<file path="config.mk">
export PLATFORM = sky130hd
export DESIGN_NAME = eirc_top
export DESIGN_NICKNAME = d
export VERILOG_FILES = /design/src/hw/eirc_pkg.sv /design/src/hw/eirc_top.sv
export VERILOG_INCLUDE_DIRS = /design/src /design/src/hw
export SDC_FILE = /design/constraint.sdc
export NUM_CORES = 1
export LEC_CHECK = 0
export BUFFER_PORTS_ARGS = -buffer_cell sky130_fd_sc_hd__buf_2
export CORE_UTILIZATION = 48
export CTS_CLUSTER_SIZE = 30
export DETAILED_ROUTE_END_ITERATION = 12
export PLACE_DENSITY = 0.81
export SLEW_MARGIN = 40
export SYNTH_ARGS = -nofsm -noshare
export SYNTH_HDL_FRONTEND = slang
export SYNTH_SLANG_ARGS = --single-unit
</file>
<file path="constraint.sdc">
create_clock -name clk -period 3 [get_ports clk]
set_clock_uncertainty 0.1 [all_clocks]
set_input_delay 0.3 -clock clk [delete_from_list [all_inputs] [get_ports clk]]
set_output_delay 0.3 -clock clk [all_outputs]
set_load 0.005 [all_outputs]
</file>
<file path="src/hw/eirc_params.svh">
`ifndef EIRC_PARAMS_SVH
`define EIRC_PARAMS_SVH
// Register indices; byte address is four times the index
`define EIRC_IDX_SENSE 20'hee014
`define EIRC_IDX_ENABLE 20'hee015
`define EIRC_IDX_FLAGS 20'hee016
`define EIRC_IDX_PRI_A 20'hee018
`define EIRC_IDX_PRI_B 20'hee019
`define EIRC_IDX_EVT 20'hee01c
`define EIRC_IDX_MASK 20'hee01d
// Reset values and writable bits
`define EIRC_RST8 8'h00
`define EIRC_EXT_BITS 8'h3f
`define EIRC_PRI_B_BITS 8'hcc
// Source numbering
`define EIRC_N_EXT 6
`define EIRC_N_SRC 14
`endif

</file>
<file path="src/hw/eirc_pkg.sv">
package eirc_pkg;
	typedef logic [3:0] eirc_src_t;
	typedef logic [5:0] eirc_ext_t;
	typedef logic [7:0] eirc_reg_t;
	typedef logic [13:0] eirc_pend_t;
	// Register selector from the address decoder
	typedef enum logic [2:0] {
		EIRC_SEL_SENSE = 3'h0,
		EIRC_SEL_ENABLE = 3'h1,
		EIRC_SEL_FLAGS = 3'h3,
		EIRC_SEL_PRI_A = 3'h2,
		EIRC_SEL_PRI_B = 3'h6,
		EIRC_SEL_EVT = 3'h7,
		EIRC_SEL_MASK = 3'h5,
		EIRC_SEL_NONE = 3'h4
	} eirc_sel_t;
endpackage

</file>
<file path="src/hw/eirc_top.sv">
`timescale 1ns/1ps
`include "eirc_params.svh"
// Contract
// - With its sense bit at 0 an input is level sensitive, requesting while held low.
// - With its sense bit at 1 a high-to-low change of the input sets its flag.
// - With its sense bit at 0 a low input sets its flag; inputs are numbered 5 to 0.
// - Software clears a flag only by reading it as 1 and then writing 0 to it.
// - In level mode a flag clears itself while its exception runs and the input is high.
// - In edge mode a flag clears itself while its exception runs.
// - Writes to flags can only clear: 0 clears a flag last read as 1, 1 leaves the flag alone.
// - Each input has an enable bit, 1 permits and 0 blocks, all reset to 0.
// - Priority A bits 7..0 cover input 0, 1, 2/3, 4/5, watchdog/converter, timers 0..2.
// - Priority B bits 7,6,3,2 cover 8-bit timers 0/1, 2/3 and serial 0, 1; others unused.
module eirc_top (
	// Clock and reset
	input wire logic clk,
	input wire logic nrst,
	// APB slave
	input wire logic psel,
	input wire logic penable,
	input wire logic pwrite,
	input wire logic [21:0] paddr,
	input wire logic [31:0] pwdata,
	output logic [31:0] prdata,
	output logic pready,
	output logic pslverr,
	// External request pins, active low
	input wire logic [5:0] ext_req_n,
	// On-chip sources, ids 6 to 13
	input wire logic [7:0] periph_req,
	// Exception handling in the core
	input wire logic exc_busy,
	input wire eirc_pkg::eirc_src_t exc_src,
	// Request to the core and event interrupt
	output logic int_req,
	output eirc_pkg::eirc_src_t int_src,
	output logic int_hi,
	output logic irq
);
	import eirc_pkg::*;

	logic rst_s1_q, rst_n_q;
	eirc_ext_t s1_q, s2_q, s3_q, lvl_q, old_q, lvl_d;
	eirc_ext_t sense_q, sense_d, en_q, en_d, flag_q, flag_d, seen_q, seen_d;
	eirc_ext_t evt_q, evt_d, mask_q, mask_d;
	eirc_reg_t pa_q, pa_d, pb_q, pb_d;
	eirc_ext_t set_vec, auto_clr, sw_clr, clr_vec;
	logic [31:0] prdata_d;
	logic pready_d, pslverr_d, setup, acc, wr_acc;
	eirc_sel_t sel;
	eirc_pend_t pend;
	logic req_d, hi_d, irq_d;
	eirc_src_t src_d;

	// Word decode, shared by read setup and write access
	function automatic eirc_sel_t dec(input logic [19:0] idx);
		case (idx)
			`EIRC_IDX_SENSE: dec = EIRC_SEL_SENSE;
			`EIRC_IDX_ENABLE: dec = EIRC_SEL_ENABLE;
			`EIRC_IDX_FLAGS: dec = EIRC_SEL_FLAGS;
			`EIRC_IDX_PRI_A: dec = EIRC_SEL_PRI_A;
			`EIRC_IDX_PRI_B: dec = EIRC_SEL_PRI_B;
			`EIRC_IDX_EVT: dec = EIRC_SEL_EVT;
			`EIRC_IDX_MASK: dec = EIRC_SEL_MASK;
			default: dec = EIRC_SEL_NONE;
		endcase
	endfunction

	// Priority bit that governs each source id
	function automatic logic pri_of(input int id, input eirc_reg_t a, input eirc_reg_t b);
		case (id)
			0: pri_of = a[7];
			1: pri_of = a[6];
			2, 3: pri_of = a[5];
			4, 5: pri_of = a[4];
			6: pri_of = a[3];
			7: pri_of = a[2];
			8: pri_of = a[1];
			9: pri_of = a[0];
			10: pri_of = b[7];
			11: pri_of = b[6];
			12: pri_of = b[3];
			13: pri_of = b[2];
			default: pri_of = 1'b0;
		endcase
	endfunction

	// Reset release through two flops; assertion stays asynchronous
	always_ff @(posedge clk or negedge nrst)
	begin
		if (!nrst)
		begin
			rst_s1_q <= 1'b0;
			rst_n_q <= 1'b0;
		end
		else
		begin
			rst_s1_q <= 1'b1;
			rst_n_q <= rst_s1_q;
		end
	end

	// Pin level follows once second and third stage agree, so glitches are ignored
	always_comb
	begin
		lvl_d = lvl_q;
		for (int i = 0; i < `EIRC_N_EXT; i++)
			if (s2_q[i] == s3_q[i])
				lvl_d[i] = s3_q[i];
	end

	always_ff @(posedge clk or negedge rst_n_q)
	begin
		if (!rst_n_q)
		begin
			s1_q <= 6'h3f;
			s2_q <= 6'h3f;
			s3_q <= 6'h3f;
			lvl_q <= 6'h3f;
			old_q <= 6'h3f;
		end
		else
		begin
			s1_q <= ext_req_n;
			s2_q <= s1_q;
			s3_q <= s2_q;
			lvl_q <= lvl_d;
			old_q <= lvl_q;
		end
	end

	// Setting and clearing causes for the flags
	assign setup = psel && !penable;
	assign acc = psel && penable && pready;
	assign sel = dec(paddr[21:2]);
	assign wr_acc = acc && pwrite;
	always_comb
	begin
		for (int i = 0; i < `EIRC_N_EXT; i++)
		begin
			set_vec[i] = sense_q[i] ? (old_q[i] && !lvl_q[i]) : !lvl_q[i];
			auto_clr[i] = exc_busy && (exc_src == 4'(i)) && (sense_q[i] || lvl_q[i]);
		end
		sw_clr = (wr_acc && sel == EIRC_SEL_FLAGS) ? (seen_q & ~pwdata[5:0]) : 6'h00;
		clr_vec = auto_clr | sw_clr;
	end

	// Register next values; a set in the same cycle as a clear wins
	always_comb
	begin
		sense_d = sense_q;
		en_d = en_q;
		pa_d = pa_q;
		pb_d = pb_q;
		mask_d = mask_q;
		flag_d = (flag_q & ~clr_vec) | set_vec;
		evt_d = evt_q;
		seen_d = seen_q;
		if (acc && !pwrite && sel == EIRC_SEL_FLAGS)
			seen_d = seen_q | prdata[5:0];
		if (wr_acc)
		begin
			case (sel)
				EIRC_SEL_SENSE: sense_d = pwdata[5:0];
				EIRC_SEL_ENABLE: en_d = pwdata[5:0];
				EIRC_SEL_FLAGS: seen_d = seen_q & pwdata[5:0];
				EIRC_SEL_PRI_A: pa_d = pwdata[7:0];
				EIRC_SEL_PRI_B: pb_d = pwdata[7:0] & `EIRC_PRI_B_BITS;
				EIRC_SEL_EVT: evt_d = evt_q & ~pwdata[5:0];
				EIRC_SEL_MASK: mask_d = pwdata[5:0];
				default: ;
			endcase
		end
		evt_d = evt_d | (set_vec & ~flag_q);
		seen_d = seen_d & flag_d;
		irq_d = |(evt_q & mask_q);
	end

	// APB answer: data captured at setup, ready in the access cycle
	always_comb
	begin
		pready_d = setup;
		pslverr_d = setup && (sel == EIRC_SEL_NONE);
		prdata_d = 32'h0000_0000;
		case (sel)
			EIRC_SEL_SENSE: prdata_d[5:0] = sense_q;
			EIRC_SEL_ENABLE: prdata_d[5:0] = en_q;
			EIRC_SEL_FLAGS: prdata_d[5:0] = flag_q;
			EIRC_SEL_PRI_A: prdata_d[7:0] = pa_q;
			EIRC_SEL_PRI_B: prdata_d[7:0] = pb_q;
			EIRC_SEL_EVT: prdata_d[5:0] = evt_q;
			EIRC_SEL_MASK: prdata_d[5:0] = mask_q;
			default: ;
		endcase
		if (!setup)
			prdata_d = prdata;
	end

	// Choose the lowest id among high-priority pending sources, else among the rest
	always_comb
	begin
		logic found_hi;
		logic found_lo;
		eirc_src_t hi_id;
		eirc_src_t lo_id;
		found_hi = 1'b0;
		found_lo = 1'b0;
		hi_id = 4'h0;
		lo_id = 4'h0;
		pend = {periph_req, flag_q & en_q};
		for (int i = `EIRC_N_SRC - 1; i >= 0; i--)
		begin
			if (pend[i] && pri_of(i, pa_q, pb_q))
			begin
				found_hi = 1'b1;
				hi_id = 4'(i);
			end
			else if (pend[i])
			begin
				found_lo = 1'b1;
				lo_id = 4'(i);
			end
		end
		req_d = found_hi || found_lo;
		hi_d = found_hi;
		src_d = found_hi ? hi_id : lo_id;
	end

	// State registers, all zero after reset
	always_ff @(posedge clk or negedge rst_n_q)
	begin
		if (!rst_n_q)
		begin
			sense_q <= 6'h00;
			en_q <= 6'h00;
			flag_q <= 6'h00;
			seen_q <= 6'h00;
			evt_q <= 6'h00;
			mask_q <= 6'h00;
			pa_q <= `EIRC_RST8;
			pb_q <= `EIRC_RST8;
			prdata <= 32'h0000_0000;
			pready <= 1'b0;
			pslverr <= 1'b0;
			int_req <= 1'b0;
			int_src <= 4'h0;
			int_hi <= 1'b0;
			irq <= 1'b0;
		end
		else
		begin
			sense_q <= sense_d;
			en_q <= en_d;
			flag_q <= flag_d;
			seen_q <= seen_d;
			evt_q <= evt_d;
			mask_q <= mask_d;
			pa_q <= pa_d;
			pb_q <= pb_d;
			prdata <= prdata_d;
			pready <= pready_d;
			pslverr <= pslverr_d;
			int_req <= req_d;
			int_src <= src_d;
			int_hi <= hi_d;
			irq <= irq_d;
		end
	end
endmodule // eirc_top

</file>
==> impl_metrics.tcl, run 1 <==
set metrics [dict create \
    drtPass1Iterations 4 \
    yosysMostFrequentCell "dfrtp_1" \
    ctsHoldBuffers 7 \
    fin_crit_sh 0.750 \
    dp_hpwl_um 7730 \
    clkLatencyLatePin_ns 0.37 \
    postLayoutSetupSlackWorst_ns 0.749 \
    synth-simple-area-share 0.161 \
    required_ns 3.15 \
    p_leak_nw 2.45 \
    synth_top_family_by_area "simple AND/OR/NAND/NOR gates" \
    max-cap-violations 0 \
    drc_errors 0 \
    synth_top_area_cell "dfrtp_1" \
    fillers 810 \
    worst-r2r-setup-slack_ns 0.75 \
    finalSetupViolations 0 \
    drtIter0Drc 216 \
    synth_top_area_frac 0.358 \
    met1_usage 0.285 \
    cp_max_fo 5 \
    yosysWarnings 0 \
    initial_core_util 0.502 \
    die_h_um 101 \
    startpoint_type "flop" \
    grt_pass1_wl_um 17300 \
    period_minus_slack_ns 2.25 \
    status "finished, final reports clean" \
    post_cts_resized 0 \
    layout.nets 564 \
    syn_inst 408 \
    gr-total-overflow 0 \
    crit_type "flop to flop" \
    clock_sink_count 97 \
    synthAdderAreaFrac 0.0128 \
    via_per_inst 5.53 \
    drt-wirelength-per-cell_um 16.5 \
    dieArea_mm2 0.0102 \
    fmax_ghz 0.444 \
    top_regs "pa_q x8, prdata x8" \
    htreeDepth 3 \
    cts_tree "done" \
    tns_ns 0 \
    grt_pass1_vias 3527 \
    maxSlewHeadroom 0.479 \
    grt_max_degree 57 \
    num_rows 35 \
    gp_congestion 0.837 \
    drive_above_1_share 0.338 \
    dp_slack_ns 0.785 \
    track_usage 0.223 \
    synth_area_leaders "dfrtp_1 (36%), dfstp_2 (17%), mux2_2 (6.0%)" \
    tightest_slew_ns 0.775 \
    postCtsSetupBuffers 0 \
    floorplan.core_area_mm2 0.00933 \
    synthDistinctLibCells 61 \
    utilization 0.573 \
    synthXorXnorAreaFrac 0 \
    wirelength_um 10200 \
    portBuffers 68 \
    synth_compound_area_frac 0.127 \
    ant_nets 0 \
    rsz0062_at_grt "false" \
    yosysSeqAreaShare 0.526 \
    cts_root_buf "clkbuf_8" \
    busiest_layer "met2" \
    register_area_mm2 0.00247 \
    power_density_mw_per_mm2 451 \
    slew_viol_final 0 \
    grt_use_met3 0.0603 \
    antenna_found_initial 0 \
    use_met2 0.368 \
    hold_path.class "input pin to flop" \
    whs_ns 0.0740 \
    cp.arrival_ns 2.40 \
    syn_area_mm2 0.00468 \
    synthMuxAreaShare 0.115 \
    boundaryPins 119 \
    fp.dieW_um 101 \
    end_kind "flop" \
    synth_common_cells "dfrtp_1 (67), nand2_1 (34), dfstp_2 (30), mux2_2 (25), buf_4 (24)" \
    finalPower_mw 2.41 \
    clk_pin_slew_ns 0.10 \
    ys_ff_latch 97 \
    num_vias 3429 \
    syn_area_per_cell_um2 11.5 \
    synth_async_sr_flop_share 1.00 \
    cts_buffer_depth 2 \
    synth-edff-count 0 \
    hold_violations 0 \
    diodes 0 \
    cts-buffers-inserted 9 \
    multiInputGateArea_mm2 0.00204 \
    synthToLayoutAreaGrowth_pct 14.1 \
    ir_drop_mv 0.295 \
    synth_flop_cell "dfrtp_1" \
]
-- final cells by class --
class                   instances  area share
well taps                     129      0.0302
clock buffers                   9      0.0232
multi-input cells             289       0.382
flip-flops and latches         97       0.462
clock inverters                 7      0.0131
inverters                      13     0.00913
repair buffers                 76      0.0805
-- cell usage in the layout, fill, tap and decap left out, types with 7 or more instances in the layout --
cell	netlist	final
buf_2	3	68
a21oi_1	16	16
inv_1	13	13
dlygate4sd3_1	0	7
nor2b_1	7	7
dfstp_2	30	30
a22oi_1	11	11
nand3_1	12	12
a31oi_1	9	9
clkbuf_8	0	9
mux2_4	8	8
nor2_1	17	17
mux2_2	25	25
dfrtp_1	67	66
nor3_1	12	12
nand2b_1	9	9
mux2i_1	8	8
nand2_1	34	34
conb_1	2	25
o21ai_0	21	21
-- critical path, cell delays in order, from the launching register on --
cell	delay (ns)
dfrtp_1	0.44
a22oi_1	0.33
nand4_1	0.20
nor3_1	0.40
inv_1	0.18
or3b_2	0.48
-- where the power goes --
part	internal, mW	leakage [nW]	switching [mW]
Sequential	1.37	1.17	0.0312
Combinational	0.0800	1.18	0.105
Clock	0.327	0.101	0.498
-- path summary, 6_finish.rpt --
path	start	endpoint	depth (start not counted)
min reg2reg	rst_n_q$_DFF_PN0_	mask_q[0]$_DFFE_PN0P_	0
min in group asynchronous	nrst	rst_n_q$_DFF_PN0_	2
max	pb_q[6]$_DFFE_PN0P_	int_req$_DFF_PN0_	5
min	pwdata[7]	pa_q[7]$_DFFE_PN0P_	2
max reg2reg	pb_q[6]$_DFFE_PN0P_	int_req$_DFF_PN0_	5
max in group asynchronous	rst_n_q$_DFF_PN0_	lvl_q[2]$_DFFE_PN1N_	1
-- cell families (layout without fill, tap and decap cells) --
logic type / count (synthesis) / after routing
compound gates: 90 / 90
flops: 97 / 97
other cells: 2 / 25
simple gates: 124 / 124
mux: 44 / 44
buf+inv: 45 / 105
fa+ha+maj: 6 / 6
-- through the flow --
step	std cells	cell area (um^2)
3_3_place_gp	597	5080
5_1_grt	620	5350
2_1_floorplan	431	4770
4_1_cts	620	5350
6_report	620	5350
3_5_place_dp	597	5080
-- layer usage --
layer  part of all wire  vias up
li1                   -     1596
met1               0.43     1699
met2               0.50      113
met3              0.050       21
met4              0.020        0
met5                  0        -
Power figures use the tool's default switching activity.
==> run 2, diff against run 1 <==
Settings changed: ABC_AREA set to 1, CORE_UTILIZATION 48 to 53, PLACE_DENSITY 0.81 to 0.85.
Clock period 3 ns to 2.1 ns, I/O delays scaled along.
==> run 2 against run 1 <==
Effect of this change: the run now ends with DRC left; routed wire length increased by 11%; combinational power increased by 57%; total power increased by 55%; count of clock-buffer cells in the layout unchanged; global-route usage increased by 4.5 points; non-clock buffer count increased by 8; cell count increased by 21%; clock power increased by 69%; setup slack got worse by 0.46 ns; area after synthesis increased by 1.0%; sequential power increased by 46%; final area increased by 1.6%; critical path type unchanged; largest cell class unchanged.
==> impl_metrics.tcl, run 2 <==
set metrics [dict create \
    synth_flop_cell "dfrtp_1" \
    utilization 0.626 \
    max-cap-violations 0 \
    tightest_slew_ns 0.626 \
    tns_ns 0 \
    boundaryPins 119 \
    slew_viol_final 0 \
    die_h_um 96.5 \
    layout_commonest_cell "nand2_1" \
    hold_path.class "input pin to asynchronous set/reset pin" \
    htreeDepth 3 \
    drtPass1Iterations 9 \
    syn_inst 555 \
    synth_common_cells "nand2_1 (181), dfrtp_1 (67), inv_1 (53), dfstp_2 (30)" \
    cts_root_buf "clkbuf_8" \
    required_ns 2.26 \
    end_kind "flop" \
    postLayoutSetupSlackWorst_ns 0.287 \
    dieArea_mm2 0.00931 \
    hold_violations 0 \
    syn_area_per_cell_um2 8.52 \
    cp.arrival_ns 1.97 \
    maxSlewHeadroom 0.581 \
    synth_top_area_cell "dfrtp_1" \
    crit_type "flop to flop" \
    status "complete, but fails checks" \
    synth_top_area_frac 0.354 \
    drive_above_1_share 0.211 \
    cts_buffer_depth 2 \
    syn_area_mm2 0.00473 \
    final_cell_mix "nand2_1 (181), buf_2 (68), dfrtp_1 (66)" \
    fillers 727 \
    fin_crit_sh 0.863 \
    drc_errors 1 \
    power_density_mw_per_mm2 687 \
    fmax_ghz 0.552 \
    p_leak_nw 2.68 \
    dp_hpwl_um 8480 \
    cp_max_fo 5 \
    portBuffers 68 \
    grt_pass1_wl_um 18600 \
    grt_pass1_vias 3932 \
    top_regs "pa_q x8, prdata x8" \
    dp_slack_ns 0.222 \
    antenna_found_initial 0 \
    drt-wirelength-per-cell_um 15.2 \
    synthDistinctLibCells 39 \
    startpoint_type "flop" \
    synth-edff-count 0 \
    grt_max_degree 46 \
    synth_area_leaders "dfrtp_1 (35%), dfstp_2 (17%), nand2_1 (14%)" \
    via_per_inst 5.39 \
    initial_core_util 0.545 \
    num_rows 34 \
    ys_ff_latch 97 \
    yosysMostFrequentCell "nand2_1" \
    finalSetupViolations 0 \
    clock_sink_count 97 \
    postCtsSetupBuffers 0 \
    cts-buffers-inserted 9 \
    clk_pin_slew_ns 0.10 \
    layout.nets 717 \
    rsz0062_at_grt "false" \
    gr-total-overflow 0 \
    clkLatencyLatePin_ns 0.37 \
    ir_drop_mv 0.604 \
    drtIter0Drc 214 \
    yosysSeqAreaShare 0.521 \
    diodes 0 \
    cts_tree "done" \
    yosysWarnings 0 \
    violations "DRC" \
    finalPower_mw 3.73 \
    synthToLayoutAreaGrowth_pct 14.8 \
    fp.dieW_um 96.5 \
    synth_async_sr_flop_share 1.00 \
    ant_nets 0 \
    track_usage 0.268 \
    floorplan.core_area_mm2 0.00868 \
    num_vias 4052 \
    wirelength_um 11400 \
    gp_congestion 0.922 \
    period_minus_slack_ns 1.81 \
]
run 2: changes by cell type in the layout (fill, tap and decap cells not counted), moves of 7 or more:
cell      change
nand2b_1      -9
mux2_2       -25
o21ai_1      +17
nor2_1       +10
nand2_1     +147
mux2i_1       -8
mux2_4        -8
nand3_1      +13
nor2b_1       -7
a22oi_1      -11
inv_1        +40
run 2: per-layer routing:
metal,global-route usage,part of all wire
met3,0.0610,0.051
met4,0.0944,0.021
met1,0.323,0.42
met2,0.470,0.50
met5,0,0
run 2: cells by family (layout without fill, tap and decap cells):
| kind of cell | count (synthesis) | count (layout) | synth area share |
|---|---|---|---|
| other cells | 2 | 25 | 0.00159 |
| fa+ha+maj | 6 | 6 | 0.0127 |
| compound gates | 94 | 94 | 0.122 |
| simple gates | 267 | 267 | 0.246 |
| flops | 97 | 97 | 0.521 |
| buf+inv | 89 | 155 | 0.0971 |
run 2: final timing paths:
check	startpoint	endpoint	slack, ns	cells after the start
worst min register to register	rst_n_q$_DFF_PN0_	prdata[1]$_DFFE_PN0P_	0.23	0
worst max register to register	pa_q[5]$_DFFE_PN0P_	int_src[2]$_DFF_PN0_	0.29	7
max in group asynchronous	rst_n_q$_DFF_PN0_	pa_q[2]$_DFFE_PN0P_	0.98	1
worst max-delay path	pa_q[5]$_DFFE_PN0P_	int_src[2]$_DFF_PN0_	0.29	7
worst min-delay path	nrst	rst_s1_q$_DFF_PN0_	0.04	2
min in group clk	pwdata[4]	en_q[4]$_DFFE_PN0P_	0.09	3
run 2: stage by stage:
step                      instances  cell area (um^2)  hold slack, ns
final                           752              5430          0.0368
after global routing            752              5430          0.0153
after CTS                       752              5430          0.0228
after detailed placement        727              5110          -0.101
after global placement          727              5110          -0.105
after floorplan                 578              4820          -0.186
run 2: where the power goes:
part	internal [mW]	switching (mW)	leakage, nW	total [mW]
registers	1.98	0.0683	1.16	2.05
logic	0.127	0.163	1.40	0.290
clock network	0.698	0.699	0.118	1.40
total	2.80	0.930	2.68	3.73
run 2: final cells by class:
class	count	area, um^2	share of cell area
sequential	97	2470	0.454
multi-input combinational	392	1890	0.348
timing repair buffer	84	495	0.0912
inverter	55	208	0.0382
clock inverter	7	109	0.0200
clock buffer	9	124	0.0228
tap	108	135	0.0249
run 2: timing repair:
action | in CTS | in global routing
gates resized for setup | 0 | 0
hold buffers | 9 | 0
endpoints found under the hold margin | 10 | 0
run 2: worst max-delay path, stage by stage (launching register included):
cell	delay [ns]
dfrtp_1	0.39
inv_1	0.14
nor2_1	0.07
inv_1	0.06
nand2_1	0.08
nor3_1	0.34
nand3_1	0.24
o211a_1	0.28
